**config.mk**
```make
export PLATFORM = sky130hd
export DESIGN_NAME = smlc_mode_ctrl
export DESIGN_NICKNAME = d
export VERILOG_FILES = /design/src/hw/smlc_pkg.sv /design/src/hw/smlc_mode_if.sv /design/src/hw/smlc_mode_ctrl.sv /design/src/hw/smlc_core_decode.sv
export VERILOG_INCLUDE_DIRS = /design/src /design/src/hw
export SDC_FILE = /design/constraint.sdc
export NUM_CORES = 1
export LEC_CHECK = 0
export BUFFER_PORTS_ARGS = -buffer_cell sky130_fd_sc_hd__buf_2
export CELL_PAD_IN_SITES_DETAIL_PLACEMENT = 0
export CELL_PAD_IN_SITES_GLOBAL_PLACEMENT = 1
export CORE_AREA = 4 4 498 500
export DETAILED_ROUTE_END_ITERATION = 6
export DIE_AREA = 0 0 502 504
export GPL_TIMING_DRIVEN = 0
export PLACE_DENSITY_LB_ADDON = 0.1
export SLEW_MARGIN = 0
export SYNTH_ARGS = -nofsm -noshare
export SYNTH_HDL_FRONTEND = slang
export SYNTH_HIERARCHICAL = 1
export SYNTH_SLANG_ARGS = --single-unit
export TNS_END_PERCENT = 1
```
**constraint.sdc**
```tcl
create_clock -name clock -period 30.7 [get_ports clock]
set_input_delay 1.535 -clock clock [delete_from_list [all_inputs] [get_ports clock]]
set_output_delay 1.535 -clock clock [all_outputs]
set_load 0.02 [all_outputs]
```
**src/hw/smlc_params.svh**
```systemverilog
/*
   Constants for the packet interface mode and loopback control block.
   Assumes it is included by its bare name from the top module, the decoder and the bench.
*/
`ifndef SMLC_PARAMS_SVH
`define SMLC_PARAMS_SVH

// Register indices; the byte address on the bus is four times the index.
`define SMLC_IDX_CFG_A 18'h3_0915
`define SMLC_IDX_CFG_B 18'h3_0A15
`define SMLC_IDX_STS_A 18'h3_0916
`define SMLC_IDX_STS_B 18'h3_0A16

// Control register reset value and field positions.
`define SMLC_CFG_RESET 8'h00
`define SMLC_BIT_QUARTER 0
`define SMLC_BIT_FAR 1
`define SMLC_BIT_STATIC 2
`define SMLC_BIT_STATUS_IO 3
`define SMLC_BIT_NEAR_SER 4
`define SMLC_BIT_NEAR_PAR 5
`define SMLC_BIT_TX_PAR 6
`define SMLC_BIT_RX_PAR 7

// Status register: active control copy sits at this bit position.
`define SMLC_STS_ACT_LSB 8

// Bus answer value for unmapped reads and unused upper bits.
`define SMLC_RD_ZERO 32'h0000_0000

// Quarter-rate status clock divider width (clock divided by four).
`define SMLC_STAT_DIV_W 2

`endif

```
**src/hw/smlc_pkg.sv**
```systemverilog
/*
   Types shared by the mode and loopback control modules.
   Assumes nothing beyond the constants header.
*/
package smlc_pkg;
   // Which loopback path is in force for one core.
   typedef enum logic [1:0] {
      SMLC_LOOP_NONE,
      SMLC_LOOP_NEAR_SERIAL,
      SMLC_LOOP_FAR,
      SMLC_LOOP_NEAR_PARALLEL
   } smlc_loop_t;
endpackage : smlc_pkg

```
**src/hw/smlc_mode_if.sv**
```systemverilog
/*
   Carrier between the top module and one core's mode decoder.
   Assumes the top drives the active settings and reads back the decode.
*/
`timescale 1ns/10ps
`default_nettype none
interface smlc_mode_if;
   logic [7:0] cfg;
   logic manual_skew;
   logic [2:0] taps;
   logic dyn_align_rst;
   logic align_bypass;
   logic static_cap;
   logic pll_bypass;
   logic auto_center;
   logic [2:0] eff_taps;
   logic status_diff;
   logic tx_par_inv;
   logic rx_par_inv;
   smlc_pkg::smlc_loop_t loop;
   modport host (output cfg, manual_skew, taps,
      input dyn_align_rst, align_bypass, static_cap, pll_bypass, auto_center, eff_taps,
      status_diff, tx_par_inv, rx_par_inv, loop);
   modport dec (input cfg, manual_skew, taps,
      output dyn_align_rst, align_bypass, static_cap, pll_bypass, auto_center, eff_taps,
      status_diff, tx_par_inv, rx_par_inv, loop);
endinterface : smlc_mode_if
`default_nettype wire

```
**src/hw/smlc_mode_ctrl.sv**
```systemverilog
/*
   Mode and loopback control for two packet interface cores, with an Avalon-MM
   register slave. Assumes link clocks and link pins are asynchronous to clock,
   and that internal datapath signals share clock.
*/
// Implementation choice: the Avalon-MM register port.
`timescale 1ns/10ps
`default_nettype none
`include "smlc_params.svh"
// Contract
// - Static select 0 resets dynamic alignment
// - Any data width works in either capture
// - Manual skew applies the three delay taps
// - Auto skew ignores taps, centers clock
// - Quarter-rate bit bypasses the core's own TX PLL
// - Quarter-rate also resets dynamic alignment
// - Static select bypasses alignment, keeps TX PLL
// - Near serial loop: TX serial to RX
// - Far loop: deserializer output to serializer
// - Near parallel loop uses test clock
// - Bit three selects status I/O standard
// - Parity forcing leaves far loop untouched
// - Parity force bits invert parity outputs
module smlc_mode_ctrl #(
   parameter int LW = 16,
   parameter int DW = 128,
   parameter int AW = 20
) (
   // Clock and reset.
   input wire logic clock,
   input wire logic reset,
   // Avalon-MM register slave.
   input wire logic [AW-1:0] avs_address,
   input wire logic avs_read,
   input wire logic avs_write,
   input wire logic [31:0] avs_writedata,
   output logic [31:0] avs_readdata,
   output logic avs_waitrequest,
   // Fabric controls.
   input wire logic [1:0] fabric_core_reset,
   input wire logic manual_skew_mode_a,
   input wire logic manual_skew_mode_b,
   input wire logic [2:0] clock_delay_taps_a,
   input wire logic [2:0] clock_delay_taps_b,
   input wire logic [1:0][1:0] agg_width_sel,
   // Asynchronous link and clock inputs.
   input wire logic [1:0] rx_line_clock,
   input wire logic [1:0][LW-1:0] rx_line_data,
   input wire logic [1:0][1:0] tx_status_in,
   input wire logic [1:0] tx_status_clock,
   input wire logic [1:0] tx_pll_clock,
   input wire logic [1:0] fabric_tx_ref_clock,
   input wire logic loop_test_clock,
   // Internal datapath sources.
   input wire logic [1:0][LW-1:0] tx_serial_out,
   input wire logic [1:0][DW-1:0] rx_deserializer_out,
   input wire logic [1:0][DW-1:0] tx_data_path_out,
   input wire logic [1:0][1:0] rx_status_path_out,
   input wire logic [1:0][3:0] tx_parity,
   input wire logic [1:0][1:0] rx_status_parity,
   // Mode outputs.
   output logic [1:0] dyn_align_reset,
   output logic [1:0] align_bypass,
   output logic [1:0] static_capture_en,
   output logic [1:0] pll_bypass,
   output logic [1:0] auto_center_en,
   output logic [1:0][2:0] rx_clock_delay_taps,
   output logic [1:0] status_io_standard_sel,
   output logic [1:0][1:0] agg_width,
   // Steered datapath outputs.
   output logic [1:0][LW-1:0] rx_serial_in,
   output logic [1:0][DW-1:0] serializer_in,
   output logic [1:0][DW-1:0] rx_data_path_in,
   output logic [1:0][1:0] tx_status_path_in,
   output logic [1:0][1:0] rx_status_out,
   output logic [1:0][3:0] tx_parity_out,
   output logic [1:0][1:0] rx_status_parity_out,
   // Steered clock levels.
   output logic [1:0] tx_data_clock_out,
   output logic [1:0] rx_status_clock_out,
   output logic [1:0] hs_block_clock_out
);
   import smlc_pkg::*;

   if (LW < 1 || DW < 1 || AW < 20) begin : g_bad_params
      $error("smlc_mode_ctrl: LW and DW must be positive and AW at least 20");
   end

   // True when the bus address selects the register with this index.
   function automatic logic reg_hit(input logic [AW-1:0] addr, input logic [17:0] idx);
      reg_hit = (addr == AW'({idx, 2'b00}));
   endfunction : reg_hit

   logic waitrequest_r;
   logic [31:0] readdata_r;
   logic [31:0] rd_nxt;
   logic [1:0][7:0] cfg_r;
   logic [1:0][7:0] act_cfg_r;
   logic [1:0][31:0] sts;
   logic [1:0] manual_skew;
   logic [1:0][2:0] taps_in;

   // Two-stage synchronisers for everything from outside the clock domain.
   logic [1:0] rxclk_s1_r, rxclk_s2_r;
   logic [1:0][LW-1:0] rxdat_s1_r, rxdat_s2_r;
   logic [1:0][1:0] tstat_s1_r, tstat_s2_r;
   logic [1:0] tsclk_s1_r, tsclk_s2_r;
   logic [1:0] txpll_s1_r, txpll_s2_r;
   logic [1:0] tref_s1_r, tref_s2_r;
   logic [1:0] crst_s1_r, crst_s2_r;
   logic test_s1_r, test_s2_r;
   logic [1:0] tref_prev_r;
   logic [1:0] ref_div_r;
   logic [`SMLC_STAT_DIV_W-1:0] stat_div_r;

   assign manual_skew = {manual_skew_mode_b, manual_skew_mode_a};
   assign taps_in = {clock_delay_taps_b, clock_delay_taps_a};
   assign avs_waitrequest = waitrequest_r;
   assign avs_readdata = readdata_r;

   // Synchroniser chains; only the second stage is read by logic.
   always_ff @(posedge clock or posedge reset) begin
      if (reset) begin
         rxclk_s1_r <= '0;
         rxclk_s2_r <= '0;
         rxdat_s1_r <= '0;
         rxdat_s2_r <= '0;
         tstat_s1_r <= '0;
         tstat_s2_r <= '0;
         tsclk_s1_r <= '0;
         tsclk_s2_r <= '0;
         txpll_s1_r <= '0;
         txpll_s2_r <= '0;
         tref_s1_r <= '0;
         tref_s2_r <= '0;
         crst_s1_r <= '0;
         crst_s2_r <= '0;
         test_s1_r <= 1'b0;
         test_s2_r <= 1'b0;
      end else begin
         rxclk_s1_r <= rx_line_clock;
         rxclk_s2_r <= rxclk_s1_r;
         rxdat_s1_r <= rx_line_data;
         rxdat_s2_r <= rxdat_s1_r;
         tstat_s1_r <= tx_status_in;
         tstat_s2_r <= tstat_s1_r;
         tsclk_s1_r <= tx_status_clock;
         tsclk_s2_r <= tsclk_s1_r;
         txpll_s1_r <= tx_pll_clock;
         txpll_s2_r <= txpll_s1_r;
         tref_s1_r <= fabric_tx_ref_clock;
         tref_s2_r <= tref_s1_r;
         crst_s1_r <= fabric_core_reset;
         crst_s2_r <= crst_s1_r;
         test_s1_r <= loop_test_clock;
         test_s2_r <= test_s1_r;
      end
   end

   // The fabric reference runs at twice the line rate in quarter-rate mode, so halving
   // it on each rising edge gives a transmit clock at the line rate.
   always_ff @(posedge clock or posedge reset) begin
      if (reset) begin
         tref_prev_r <= '0;
         ref_div_r <= '0;
      end else begin
         tref_prev_r <= tref_s2_r;
         ref_div_r <= ref_div_r ^ (tref_s2_r & ~tref_prev_r);
      end
   end

   // Status clock runs at quarter rate except in far loop, which passes the link status clock; full-rate status is not offered.
   always_ff @(posedge clock or posedge reset) begin
      if (reset) begin
         stat_div_r <= '0;
      end else begin
         stat_div_r <= stat_div_r + `SMLC_STAT_DIV_W'(1);
      end
   end

   // Bus handshake: waitrequest drops one cycle after a request appears, the access
   // completes on that edge, then waitrequest rises again so each access costs two cycles.
   always_ff @(posedge clock or posedge reset) begin
      if (reset) begin
         waitrequest_r <= 1'b1;
         readdata_r <= `SMLC_RD_ZERO;
      end else if (waitrequest_r) begin
         if (avs_read || avs_write) begin
            waitrequest_r <= 1'b0;
            readdata_r <= avs_read ? rd_nxt : `SMLC_RD_ZERO;
         end
      end else begin
         waitrequest_r <= 1'b1;
      end
   end

   // Software copy of each control byte, written on the completing edge only.
   always_ff @(posedge clock or posedge reset) begin
      if (reset) begin
         cfg_r <= {`SMLC_CFG_RESET, `SMLC_CFG_RESET};
      end else if (!waitrequest_r && avs_write) begin
         if (reg_hit(avs_address, `SMLC_IDX_CFG_A)) begin
            cfg_r[0] <= avs_writedata[7:0];
         end
         if (reg_hit(avs_address, `SMLC_IDX_CFG_B)) begin
            cfg_r[1] <= avs_writedata[7:0];
         end
      end
   end

   // A new setting takes hold only while that core's fabric reset is asserted, so
   // modes never change under live traffic.
   always_ff @(posedge clock or posedge reset) begin
      if (reset) begin
         act_cfg_r <= {`SMLC_CFG_RESET, `SMLC_CFG_RESET};
      end else begin
         for (int c = 0; c < 2; c++) begin
            if (crst_s2_r[c]) begin
               act_cfg_r[c] <= cfg_r[c];
            end
         end
      end
   end

   // Read mux; unmapped addresses read as zero.
   always_comb begin
      if (reg_hit(avs_address, `SMLC_IDX_CFG_A)) begin
         rd_nxt = {24'h00_0000, cfg_r[0]};
      end else if (reg_hit(avs_address, `SMLC_IDX_CFG_B)) begin
         rd_nxt = {24'h00_0000, cfg_r[1]};
      end else if (reg_hit(avs_address, `SMLC_IDX_STS_A)) begin
         rd_nxt = sts[0];
      end else if (reg_hit(avs_address, `SMLC_IDX_STS_B)) begin
         rd_nxt = sts[1];
      end else begin
         rd_nxt = `SMLC_RD_ZERO;
      end
   end

   for (genvar c = 0; c < 2; c++) begin : g_core
      smlc_mode_if mif ();

      assign mif.cfg = act_cfg_r[c];
      assign mif.manual_skew = manual_skew[c];
      assign mif.taps = taps_in[c];

      smlc_core_decode u_decode (
         .mif(mif.dec)
      );

      // Status word: active byte above, live decode below.
      assign sts[c] = (32'(act_cfg_r[c]) << `SMLC_STS_ACT_LSB) |
         32'({rxclk_s2_r[c], mif.loop, mif.pll_bypass, mif.static_cap, mif.dyn_align_rst});

      // Capture and skew controls; width selection is independent of capture mode.
      always_ff @(posedge clock or posedge reset) begin
         if (reset) begin
            dyn_align_reset[c] <= 1'b1;
            align_bypass[c] <= 1'b0;
            static_capture_en[c] <= 1'b1;
            pll_bypass[c] <= 1'b0;
            auto_center_en[c] <= 1'b1;
            rx_clock_delay_taps[c] <= 3'h0;
            status_io_standard_sel[c] <= 1'b0;
            agg_width[c] <= 2'h0;
         end else begin
            dyn_align_reset[c] <= mif.dyn_align_rst;
            align_bypass[c] <= mif.align_bypass;
            static_capture_en[c] <= mif.static_cap;
            pll_bypass[c] <= mif.pll_bypass;
            auto_center_en[c] <= mif.auto_center;
            rx_clock_delay_taps[c] <= mif.eff_taps;
            status_io_standard_sel[c] <= mif.status_diff;
            agg_width[c] <= agg_width_sel[c];
         end
      end

      // Data and status steering for the three loop paths.
      always_ff @(posedge clock or posedge reset) begin
         if (reset) begin
            rx_serial_in[c] <= '0;
            serializer_in[c] <= '0;
            rx_data_path_in[c] <= '0;
            tx_status_path_in[c] <= '0;
            rx_status_out[c] <= '0;
         end else begin
            rx_serial_in[c] <= (mif.loop == SMLC_LOOP_NEAR_SERIAL) ? tx_serial_out[c] : rxdat_s2_r[c];
            serializer_in[c] <= (mif.loop == SMLC_LOOP_FAR) ? rx_deserializer_out[c]
               : tx_data_path_out[c];
            rx_data_path_in[c] <= (mif.loop == SMLC_LOOP_NEAR_PARALLEL) ? tx_data_path_out[c]
               : rx_deserializer_out[c];
            tx_status_path_in[c] <= (mif.loop == SMLC_LOOP_NEAR_SERIAL || mif.loop == SMLC_LOOP_NEAR_PARALLEL)
               ? rx_status_path_out[c] : tstat_s2_r[c];
            rx_status_out[c] <= (mif.loop == SMLC_LOOP_FAR) ? tstat_s2_r[c] : rx_status_path_out[c];
         end
      end

      // Parity forcing; the decoder keeps it off during far loop.
      always_ff @(posedge clock or posedge reset) begin
         if (reset) begin
            tx_parity_out[c] <= 4'h0;
            rx_status_parity_out[c] <= 2'h0;
         end else begin
            tx_parity_out[c] <= tx_parity[c] ^ {4{mif.tx_par_inv}};
            rx_status_parity_out[c] <= rx_status_parity[c] ^ {2{mif.rx_par_inv}};
         end
      end

      // Clock steering. These are sampled levels, so they carry a three-cycle latency (four through the reference divider) and
      // cannot follow clocks faster than a quarter of clock.
      always_ff @(posedge clock or posedge reset) begin
         if (reset) begin
            tx_data_clock_out[c] <= 1'b0;
            rx_status_clock_out[c] <= 1'b0;
            hs_block_clock_out[c] <= 1'b0;
         end else begin
            if (mif.loop == SMLC_LOOP_FAR) begin
               tx_data_clock_out[c] <= rxclk_s2_r[c];
            end else if (mif.pll_bypass) begin
               tx_data_clock_out[c] <= ref_div_r[c];
            end else begin
               tx_data_clock_out[c] <= txpll_s2_r[c];
            end
            rx_status_clock_out[c] <= (mif.loop == SMLC_LOOP_FAR) ? tsclk_s2_r[c]
               : stat_div_r[`SMLC_STAT_DIV_W-1];
            hs_block_clock_out[c] <= (mif.loop == SMLC_LOOP_NEAR_PARALLEL) ? test_s2_r
               : txpll_s2_r[c];
         end
      end
   end
endmodule : smlc_mode_ctrl
`default_nettype wire

```
**src/hw/smlc_core_decode.sv**
```systemverilog
/*
   Combinational decode of one core's active control byte and fabric skew inputs.
   Assumes the caller registers every result before it leaves the block.
*/
`timescale 1ns/10ps
`default_nettype none
`include "smlc_params.svh"
module smlc_core_decode (
   // Settings in, decode out.
   smlc_mode_if.dec mif
);
   import smlc_pkg::*;

   // Capture mode; quarter rate overrides the static select bit.
   always_comb begin
      mif.dyn_align_rst = mif.cfg[`SMLC_BIT_QUARTER] | ~mif.cfg[`SMLC_BIT_STATIC];
      mif.align_bypass = mif.cfg[`SMLC_BIT_STATIC] | mif.cfg[`SMLC_BIT_QUARTER];
      mif.static_cap = mif.dyn_align_rst | mif.align_bypass;
      mif.pll_bypass = mif.cfg[`SMLC_BIT_QUARTER];
      mif.status_diff = mif.cfg[`SMLC_BIT_STATUS_IO];
   end

   // Manual skew takes the taps; otherwise taps are ignored and centering is automatic.
   always_comb begin
      mif.auto_center = ~mif.manual_skew;
      mif.eff_taps = mif.manual_skew ? mif.taps : 3'h0;
   end

   // Far end wins over any near-end bits; the parallel loop needs both near bits.
   always_comb begin
      if (mif.cfg[`SMLC_BIT_FAR]) begin
         mif.loop = SMLC_LOOP_FAR;
      end else if (mif.cfg[`SMLC_BIT_NEAR_PAR] && mif.cfg[`SMLC_BIT_NEAR_SER]) begin
         mif.loop = SMLC_LOOP_NEAR_PARALLEL;
      end else if (mif.cfg[`SMLC_BIT_NEAR_SER]) begin
         mif.loop = SMLC_LOOP_NEAR_SERIAL;
      end else begin
         mif.loop = SMLC_LOOP_NONE;
      end
   end

   // Forced parity errors stay off while the far-end path is looped.
   always_comb begin
      mif.tx_par_inv = mif.cfg[`SMLC_BIT_TX_PAR] & ~mif.cfg[`SMLC_BIT_FAR];
      mif.rx_par_inv = mif.cfg[`SMLC_BIT_RX_PAR] & ~mif.cfg[`SMLC_BIT_FAR];
   end
endmodule : smlc_core_decode
`default_nettype wire

```
Word-level counts from Yosys, hierarchy flattened
Cells that the tools add are included.
{ "word_totals": {"ff_bits": 757, "word_cells": 144, "in_bits": 675, "output_inout_bits": 625} }
{ "op_classes": {"n_addsub": 1, "n_reduce_logical": 10, "muxes": 33, "n_eq_ne": 10, "n_bitwise": 25} }
{ "op_table": {"columns": ["cell", "n"], "rows": [
  ["$mux W128", 4],
  ["$mux W16", 6],
  ["$eq A20 B20 Y1 const B", 4],
  ["$mux W32", 1],
  ["$or A16 B6 Y16", 2],
  ["$mux W2", 8],
  ["$mux W1", 12],
  ["$eq A2 B2 Y1 const B", 4],
  ["$xor A4 B4 Y4", 2],
  ["$mux W3", 2],
  ["$not A1 Y1", 6],
  ["$or A1 B1 Y1", 6],
  ["$reduce_and A2 Y1", 3],
  ["$xor A2 B2 Y2", 3],
  ["$and A1 B1 Y1", 4],
  ["$eq A2 B1 Y1 const B", 2],
  ["$logic_and A1 B1 Y1", 3],
  ["$logic_or A1 B1 Y1", 3],
  ["$add A2 B1 Y2 const B", 1],
  ["$and A2 B2 Y2", 1],
  ["$not A2 Y2", 1],
  ["$logic_not A1 Y1", 1]
]} }

Longest topological paths before layout
Gate-level depths: netlist (run 1).
{ "depth": {"word_depth": 9, "ltp_mapped": 7} }

Hierarchy
The synthesis (run 1) kept the hierarchy.
{ "modules_own_cells": {"columns": ["mod", "seq_area_each_um2", "cells_per_inst", "area_each_um2", "n_inst"], "rows": [
  ["smlc_mode_ctrl", 18551.5, 1556, 26601.8, 1],
  ["smlc_core_decode", 0.0, 14, 87.6, 2]
]} }

Worst setup path after synthesis (run 1)
Ideal clock, no wire load.
{ "synth_path": {"path_kind": "input port to flip-flop", "from": "in avs_address[15]", "to": "reg cfg_r[14] (netlist bit)", "stages": 4, "arrival_time_ps": 2622, "setup_ps": 128, "required_ps": 30572, "n_path_buf": 0, "path_slack_ps": 27951, "path_cell_list": "nor4b_4 and3b_2 nand4_4 mux2_1"} }
{ "synth_via": {"elab_chain_cells": 2} }
{ "synth_lines": {"columns": ["element", "line_no", "rtl"], "rows": [
  ["start, declared", "smlc_mode_ctrl.sv:33", "input wire logic [AW-1:0] avs_address,"],
  ["$eq A20 B20 Y1", "smlc_mode_ctrl.sv:91", "reg_hit = (addr == AW'({idx, 2'b00}));"],
  ["$reduce_and A2 Y1 (no line)", null, null],
  ["end signal, assigned", "smlc_mode_ctrl.sv:200", "cfg_r <= {`SMLC_CFG_RESET, `SMLC_CFG_RESET};"],
  ["end, declared", "smlc_mode_ctrl.sv:97", "logic [1:0][7:0] cfg_r;"]
]} }
No other way between the ends.
A chain may end at the register's enable or synchronous reset.

Final worst setup path (run 1)
{ "layout_path": {"from": "reg act_cfg_r, in the netlist g_core[1].mif.cfg[1]", "to": "reg serializer_in[225] (netlist bit)"} }
{ "layout_via": {"elab_chain_cells": 3} }
{ "layout_lines": {"columns": ["element", "line_no", "rtl"], "rows": [
  ["start, declared", "smlc_mode_ctrl.sv:98", "logic [1:0][7:0] act_cfg_r;"],
  ["start signal, assigned", "smlc_mode_ctrl.sv:215", "act_cfg_r <= {`SMLC_CFG_RESET, `SMLC_CFG_RESET};"],
  ["start signal, assigned by index", "smlc_mode_ctrl.sv:219", "act_cfg_r[c] <= cfg_r[c];"],
  ["$mux W2", "smlc_core_decode.sv:31", "if (mif.cfg[`SMLC_BIT_FAR]) begin"],
  ["named net g_core[1].mif.loop[0]", "smlc_mode_if.sv:20", "smlc_pkg::smlc_loop_t loop;"],
  ["$eq A2 B2 Y1", "smlc_mode_ctrl.sv:288", "serializer_in[c] <= (mif.loop == SMLC_LOOP_FAR) ? rx_deserializer_out[c]"],
  ["$mux W128", "smlc_mode_ctrl.sv:288", null],
  ["end signal, assigned by index", "smlc_mode_ctrl.sv:288", null],
  ["end, declared", "smlc_mode_ctrl.sv:72", "output logic [1:0][DW-1:0] serializer_in,"]
]} }
The timed path passes the listed nets, and every way through them passes these cells.

==> results of run 1 <==
[worst min path at each step]
stage              startpoint             end  slack [ps]  cells past startpoint
2_1_floorplan    crst_s1_r[0]    crst_s2_r[0]         330                      0
6_report        rxdat_s1_r[7]   rxdat_s2_r[7]         330                      0
5_1_grt         rxdat_s1_r[3]   rxdat_s2_r[3]         330                      0
4_1_cts        rxdat_s1_r[15]  rxdat_s2_r[15]         320                      0
3_5_place_dp    rxclk_s1_r[1]   rxclk_s2_r[1]         330                      0
3_3_place_gp    rxdat_s1_r[8]   rxdat_s2_r[8]         330                      0
[layer usage]
layer,wire length (microns),vias to the layer above
met4,4582,82
met3,20120,357
met1,57120,9599
met2,80240,1088
met5,565,-
li1,-,8370
[kinds of logic (layout without fill, tap and decap cells)]
logic type / count (synthesis) / count (layout) / synth area share, %
DFF: 741 / 741 / 69.28
xor gates and xnor gates: 15 / 15 / 0.4906
buffers and inverters: 104 / 1562 / 2.154
muxes: 590 / 590 / 24.80
AOI/OAI and AO/OA: 67 / 67 / 1.607
other: 3 / 62 / 0.04205
and+or+nand+nor: 64 / 64 / 1.621
[power groups by stage]
stage | registers (uW) | clock network (uW) | logic [uW]
floorplan | 1110 | 0 | 57.7
global placement | 1060 | 0 | 253
detailed placement | 1060 | 0 | 254
CTS | 1040 | 1320 | 255
global route | 1040 | 1360 | 268
finish | 1040 | 1250 | 246
[registers in the layout, indices dropped and copies added, names as in the netlist, 4 cells and up]
name                  cells
agg_width                 4
avs_readdata             16
cfg_r                    16
g_core.mif.cfg           16
rx_clock_delay_taps       6
rx_data_path_in         256
rx_serial_in             32
rx_status_out             4
rx_status_parity_out      4
rxdat_s1_r               32
rxdat_s2_r               32
serializer_in           256
tstat_s1_r                4
tstat_s2_r                4
tx_parity_out             8
tx_status_path_in         4
[stage by stage]
stage	TNS (ps)	hold WS, ps	total power (uW)
floorplan	0	331.2	1165
global placement	-4618260	331.6	1316
detailed placement	0	334.7	1312
CTS	0	324.7	2616
global route	0	331.3	2670
finish	0	327.3	2537
[final cells by class]
cell class,count,area [sq um]
Fill cell,27040,202000
Sequential cell,741,18550
Multi-Input combinational cell,754,7705
Timing Repair Buffer,1267,6521
Tap cell,3202,4006
Clock buffer,164,3182
Buffer,100,564.3
Clock inverter,27,320.3
Antenna cell,44,110.1
Inverter,4,22.52
[cells in the final DEF (no fill, tap or decap), drive strengths merged, types with 2 or more instances in the layout]
master	instances
inv	7
diode	44
and2	7
clkinvlp	2
or2	2
o21a	6
a22o	2
nor4b	3
xnor2	2
nand2	16
nand2b	6
bufinv	3
nor2b	11
buf	1351
o21ai	9
mux2i	2
nand3b	2
clkbuf	180
dfrtp	734
xor2	13
clkinv	19
a21o	2
a31oi	6
a21oi	20
a22oi	14
dfstp	7
a32o	2
nand4	2
mux2	588
o31ai	6
nor2	3
nor3	6
conb	18
==> results.tsv, run 1 <==
metric	value	unit
outcome	finished, final reports clean	
P_sw	685.5	uW
EDFF count, synth	0	
max cap viols	0	
Pins Over Slew Limit	0	
cts repair resizes	0	
ys flop type	dfrtp_1	
Placed Area	0.03737	sq mm
Placed Cells	6068	
GPL Wtd Cong	0.7339	
Residual DRC	0	
Top Ports	1300	
GR peak layer	met2	
sw frac	27.02	%
crit path cell chain	nor2b_1 -> nand2b_1 -> clkbuf_1 -> buf_2 -> buf_2 -> mux2_2	
static leakage	0.01888	uW
final worst slack	26840	ps
GRT Util Overall	12.52	%
crit path from	g_core[1].mif.cfg[1]	
met3 usage	7.122	%
sequential fraction of the synthesis area	69.28	%
Initial Utilization	11.02	%
Nets	3648	
overall die area	0.2530	sq mm
GRT met2 Usage	22.03	%
Setup Viol. Count Final	0	
Max Clk Rate	259.3	MHz
input/output buffers	1259	
CTS root buffer	clkbuf_16	
largest net degree at the start of global routing	105	
global-route wire length before repair	214000	microns
antenna viol nets, final	0	
Clock transition at path regs	60	ps
post-synthesis area per instance	16.90	sq um
nature of the critical path endpoint	flip-flop	
R2R cell count	6	
Yosys warnings	6	
final wirelength	162600	microns
Synth top cells by count	734 x dfrtp_1, 587 x mux2_2, 56 x buf_2, 25 x buf_4, 20 x a21oi_1	
CP max stage cell	nor2b_1	
Worst Path Buf+Inv	3	
post-CTS setup buffers	0	
CP arrival	4450	ps
R2R Setup Slk	26840	ps
crit path max fanout	10	
CTS tree	built	
Top cell by count, worst path	buf_2	
Area contributors post-synth	dfrtp_1 69%, mux2_2 25%, buf_2 1.0%, buf_4 0.70%, dfstp_2 0.69%	
area fraction of the dominant cell type after synthesis	68.59	%
Max VDD drop	36.97	uV
later-pin clock latency in the skew report	720	ps
H-tree depth	3	
Fin. Hold Viols	0	
M1 GR Usage	12.76	%
hold-fix buffers at CTS	0	
combinational power share	9.7	%
Clock Power Share	49.3	%
die height	504	microns
via/cell ratio	3.093	
crit path to	serializer_in[225]	
fin area	0.04098	sq mm
Initial DRC Count	637	
normalized max-slew margin	32.38	%
Synth Cell Area	0.02678	sq mm
total power divided by cell area	61.90	mW/mm^2
routed length per placed instance	25.80	microns
Critical Path RT	31290	ps
Slew @ Worst Pin	1012	ps
area grow syn2layout	53.05	%
worst r2r src	g_core[1].mif.cfg[1]	
Hold Path Class	flip-flop to flip-flop	
first-pass iteration count of the detailed router	4	
Finished Layout Cells	6303	
RSZ-0062 raised after global routing	no	
Max Root-Sink Buffers	3	
Setup Skew	35.70	ps
share of layout cells above drive strength 1	69.38	%
CTS sink cnt	741	
library cells used by synthesis	42	
Crit Path Class	flip-flop to flip-flop	
sequential share of power	41.0	%
total gr overflow	0	
Post-Syn Instances	1584	
crit start category	flip-flop	
minimum clock period	3856	ps
initial antenna violation count	155	
Die X	502	microns
cell-internal power	1851	uW
Async SR Flop Fraction	100.0	%
HPWL Detailed	131900	microns
num rows	181	
final cycle utilization of the critical path	12.56	%
flops & latches, synth	741	
slowest stage delay, CP	810	ps
vias in the first global route	21830	
Num CTS Buffers	105	
Util after Layout	16.87	%
most common cell in the synthesized netlist	dfrtp_1	
Critical R2R Capture	serializer_in[225]	
Place WS	26340	ps
delay-heaviest family, CP	buffers and inverters	
vias	19500	
leading area contributor after synthesis	dfrtp_1	
WP depth	6	
total core area	0.2430	sq mm
Note: power is estimated with default switching activity, not from simulation.
==> run 2, diff against run 1 <==
- ABC_AREA: default -> 1
- CORE_AREA: 4 4 498 500 -> 4 4 500 502
- DIE_AREA: 0 0 502 504 -> 0 0 504 506
- clock period: 30.7 -> 3.8 ns (I/O delays scaled with it)
==> results.tsv, run 2 <==
metric	value	unit
later-pin clock latency in the skew report	750	ps
commonest cells after routing, fill and taps aside	1315 x buf_2, 905 x dlygate4sd3_1, 734 x dfrtp_1	
post-synthesis area per instance	10.57	sq um
commonest non-fill, non-tap cell in the layout	buf_2	
Fin. Hold Viols	0	
R2R Setup Slk	490	ps
max cap viols	0	
worst r2r src	g_core[0].mif.cfg[1]	
HPWL Detailed	160300	microns
crit path cell chain	inv_1 -> nand2_1 -> nand2_1 -> buf_2 -> buf_2 -> a21oi_1 -> dlygate4sd3_1	
area fraction of the dominant cell type after synthesis	67.79	%
post-route setup TNS	0	ps
routed length per placed instance	23.86	microns
share of layout cells above drive strength 1	33.25	%
CTS sink cnt	741	
most common cell in the synthesized netlist	dfrtp_1	
flops & latches, synth	741	
CP arrival	3900	ps
combinational power share	13.4	%
Placed Area	0.03798	sq mm
initial antenna violation count	85	
Worst Path Buf+Inv	4	
sequential fraction of the synthesis area	68.47	%
outcome	finished, final reports clean	
largest net degree at the start of global routing	37	
Slew @ Worst Pin	1149	ps
vias in the first global route	30170	
Fin Hold WS	90.66	ps
ys flop type	dfrtp_1	
via/cell ratio	3.342	
input/output buffers	1259	
Top Registers	rx_data_path_in x256, serializer_in x256	
Synth top cells by count	734 x dfrtp_1, 394 x nand2_1, 329 x inv_1, 276 x nor2_1, 256 x a21oi_1	
sw frac	27.73	%
Top Ports	1300	
Crit Path Class	flip-flop to flip-flop	
final worst slack	486.6	ps
final cycle utilization of the critical path	87.20	%
antenna viol nets, final	0	
Residual DRC	0	
crit path from	g_core[0].mif.cfg[1]	
Setup Skew	36.12	ps
CTS tree	built	
leading area contributor after synthesis	dfrtp_1	
Hold Path Class	input pin to flip-flop	
Max Root-Sink Buffers	3	
CP max stage cell	buf_2	
total gr overflow	0	
Area contributors post-synth	dfrtp_1 68%, nand2_1 5.5%, a21oi_1 4.7%, inv_1 4.6%, o21ai_0 4.4%	
CTS root buffer	clkbuf_16	
library cells used by synthesis	33	
hold endpoint	serializer_in[21]	
GRT Util Overall	15.05	%
EDFF count, synth	0	
Worst Hold Depth	3	
crit start category	flip-flop	
Max VDD drop	318.2	uV
Critical R2R Capture	rx_data_path_in[25]	
slowest stage delay, CP	700	ps
static leakage	0.02498	uW
Pins Over Slew Limit	0	
H-tree depth	3	
Power, Total	21630	uW
total power divided by cell area	426.6	mW/mm^2
Initial Utilization	11.05	%
die height	506	microns
R2R cell count	7	
hold path start	rx_deserializer_out[21]	
final wirelength	195900	microns
Clock transition at path regs	60	ps
Yosys warnings	6	
minimum clock period	3313	ps
nature of the critical path endpoint	flip-flop	
normalized max-slew margin	23.40	%
Post-Syn Instances	2563	
cell-internal power	15630	uW
P_sw	6000	uW
global-route wire length before repair	266500	microns
delay-heaviest family, CP	buffers and inverters	
Die X	504	microns
Num CTS Buffers	105	
Setup Viol. Count Final	0	
Initial DRC Count	1203	
RSZ-0062 raised after global routing	no	
num rows	182	
Critical Path RT	4390	ps
Clock Power Share	47.9	%
overall die area	0.2550	sq mm
vias	27440	
crit path max fanout	19	
fin area	0.05071	sq mm
area grow syn2layout	87.17	%
Place WS	169.8	ps
cts repair resizes	0	
Async SR Flop Fraction	100.0	%
first-pass iteration count of the detailed router	5	
Synth Cell Area	0.02709	sq mm
Nets	5548	
GPL Wtd Cong	0.7851	
total core area	0.2453	sq mm
Max Clk Rate	301.8	MHz
sequential share of power	38.8	%
==> run 2: changes by cell type after synthesis, moves of 21 or more <==
cell	change
nand3_1	+21
a21oi_1	+236
nand2_1	+378
o21ai_0	+238
mux2_2	-547
inv_1	+325
nor2_1	+273
o21ai_1	+46
==> run 2: layer usage <==
layer  vias to the layer above  part of all wire, %  track usage, %
met2                      1058                   51           27.42
met3                       269                  7.9           5.248
li1                      12660                    -               -
met1                     13410                   38           16.62
met4                        44                  2.6           3.763
met5                         -                 0.13               0
==> run 2: timing repair <==
action / CTS / global route
hold buffers: 904 / 1
setup buffers: 0 / 0
endpoints found under the setup margin: 0 / 3
endpoints found under the hold margin: 790 / 1
==> run 2: final cells by class <==
type | count | area (sq um)
clock buffer | 164 | 3252
antenna | 31 | 77.57
buffer | 148 | 914.6
multi-input combinational | 1357 | 6437
sequential | 741 | 18550
fill | 27390 | 194500
tap | 3220 | 4029
inverter | 331 | 1246
timing repair buffer | 2189 | 15860
clock inverter | 30 | 342.8
==> run 2: kinds of logic after synthesis <==
kind of cell | Yosys count | synth area share, %
buffers and inverters | 480 | 7.975
DFF | 741 | 68.47
AOI/OAI and AO/OA | 565 | 10.64
xor gates and xnor gates | 15 | 0.4849
muxes | 42 | 1.759
other | 3 | 0.04156
and+or+nand+nor | 717 | 10.62
==> run 2: stage by stage <==
| step | utilization (%) | instances |
|---|---|---|
| 3_5_place_dp | 15.49 | 7082 |
| 5_1_grt | 20.66 | 8190 |
| 2_1_floorplan | - | 2578 |
| 6_report | 20.68 | 8211 |
| 4_1_cts | 20.64 | 8180 |
| 3_3_place_gp | 15.28 | 7057 |
==> run 2: worst register-to-register path, cell delays in order (launching register included) <==
cell and delay (ps):
dfrtp_1 450, inv_1 80, nand2_1 140, nand2_1 580, buf_2 730, buf_2 500
a21oi_1 130, dlygate4sd3_1 560
==> run 2: power groups by stage <==
stage                     Clock (uW)  Sequential [uW]  Combinational, uW
final                          10400             8390               2890
after global routing           11100             8420               3150
after CTS                      10900             8390               2990
after detailed placement           0             8530               2140
after global placement             0             8580               2080
after floorplan                    0             8950                458
==> run 2: worst max path at each step <==
stage,end,slack (ps),cells after the start
2_1_floorplan,agg_width[0],-6540,1
3_3_place_gp,rx_data_path_in[128],-14330,2
3_5_place_dp,rx_data_path_in[56],170,6
4_1_cts,rx_data_path_in[52],50,7
5_1_grt,rx_data_path_in[42],170,7
6_report,rx_data_path_in[25],490,7
==> run 3, diff against run 2 <==
- ABC_AREA: 1 -> 0
- CORE_AREA: 4 4 500 502 -> 4 4 498 500
- DIE_AREA: 0 0 504 506 -> 0 0 502 504
==> results.tsv, run 3 (synthesis gave the netlist of run 1 again) <==
metric	value	unit
final wirelength	161400	microns
Initial Utilization	11.02	%
CTS root buffer	clkbuf_16	
routed length per placed instance	22.61	microns
Hold Path Class	input pin to flip-flop	
GRT Util Overall	12.40	%
WL met1	62160	microns
max cap viols	0	
Multi-input gate area	0.007710	sq mm
Num CTS Buffers	103	
die height	504	microns
final cycle utilization of the critical path	88.46	%
total power divided by cell area	429.7	mW/mm^2
Initial DRC Count	585	
global-route wire length before repair	218100	microns
later-pin clock latency in the skew report	730	ps
CTS sink cnt	741	
Setup Viol. Count Final	0	
via/cell ratio	3.134	
final worst slack	438.6	ps
first-pass iteration count of the detailed router	4	
static leakage	0.02249	uW
R2R cell count	6	
Clock transition at path regs	60	ps
vias	22360	
Residual DRC	0	
Crit Path Class	flip-flop to flip-flop	
total core area	0.2430	sq mm
GPL Wtd Cong	0.7286	
Pins Over Slew Limit	0	
crit start category	flip-flop	
commonest cells after routing, fill and taps aside	1315 x buf_2, 838 x dlygate4sd3_1, 734 x dfrtp_1	
nature of the critical path endpoint	flip-flop	
input/output buffers	1259	
Setup Skew	30.25	ps
overall die area	0.2530	sq mm
RSZ-0062 raised after global routing	no	
H-tree depth	3	
normalized max-slew margin	26.52	%
HPWL Detailed	129900	microns
CP arrival	3970	ps
Top Registers	rx_data_path_in x256, serializer_in x256	
Max VDD drop	311.6	uV
Nets	4501	
initial antenna violation count	69	
share of layout cells above drive strength 1	54.60	%
area grow syn2layout	85.17	%
Highest Signal Layer	met5	
routed wl met3	16200	microns
Place WS	-254.1	ps
num rows	181	
Worst Hold Depth	2	
Fin. Hold Viols	0	
minimum clock period	3361	ps
commonest non-fill, non-tap cell in the layout	buf_2	
Max Root-Sink Buffers	3	
Slew @ Worst Pin	1102	ps
Critical Path RT	4410	ps
Max Clk Rate	297.5	MHz
WL met2	79290	microns
total area of sequential cells	0.01855	sq mm
CTS tree	built	
vias in the first global route	25610	
crit path max fanout	10	
Util after Layout	20.40	%
Die X	502	microns
fillcell total	26750	
antenna viol nets, final	0	
outcome	finished, final reports clean	
largest net degree at the start of global routing	37	
total gr overflow	0	
Top Ports	1300	
## run 3: final timing paths
| check | start | to | slack (ps) |
|---|---|---|---|
| hold reg to reg | rxdat_s1_r[25] | rxdat_s2_r[25] | 340 |
| setup reg to reg | g_core[0].mif.cfg[1] | serializer_in[125] | 440 |
| setup / recovery | g_core[0].mif.cfg[1] | serializer_in[125] | 440 |
| max in group asynchronous | reset | serializer_in[75] | 810 |
| hold / removal | rx_line_data[12] | rxdat_s1_r[12] | 130 |
| min in group asynchronous | reset | rx_data_path_in[248] | 630 |
## run 3: layer usage
layer	GRT usage, %	vias to the layer above
met5	0	-
met4	3.130	20
met3	5.169	224
met2	21.70	994
met1	13.82	11070
li1	-	10050
## run 3: critical path, stage by stage (launching register included)
cell and delay [ps]:
dfrtp_1 460, nor2b_2 570, nand2b_1 190, clkbuf_1 410, buf_2 510, buf_2 630, mux2_2 420
## run 3: cell type report
type,count,area share (%)
Clock buffer,157,6.218
Inverter,4,0.03785
Sequential cell,741,37.41
Buffer,100,1.133
Tap cell,3202,8.080
Clock inverter,25,0.7621
Timing Repair Buffer,2122,30.65
Multi-Input combinational cell,754,15.55
Antenna cell,31,0.1565
## run 3: per-stage QoR
step | setup TNS (ps) | hold WS [ps] | total power [uW] | cell area [sq um] | std cells
2_1_floorplan | -4825770 | 216.2 | 9415 | 26840 | 1599
3_3_place_gp | - | 299.1 | 10600 | 37140 | 6060
3_5_place_dp | -9616 | 250.7 | 10600 | 37650 | 6085
4_1_cts | 0 | 0.8815 | 21970 | 49510 | 7105
5_1_grt | 0 | 54.58 | 22410 | 49560 | 7125
6_report | 0 | 132.0 | 21310 | 49580 | 7136
## run 3: repair_timing
item                                   CTS  global route
hold buffers                           838             0
endpoints found under the hold margin  747             0
buffers inserted                         0             0
resized for setup                        2             0
setup endpoints to repair               89             0
## run 3: power breakdown
group / internal [uW] / total [uW] / leakage, uW / switching (uW)
combinational: 1330 / 2780 / 0.0120 / 1440
clock: 6050 / 10100 / 0.00170 / 4100
sequential: 8270 / 8390 / 0.00876 / 114
total: 15600 / 21300 / 0.0225 / 5660
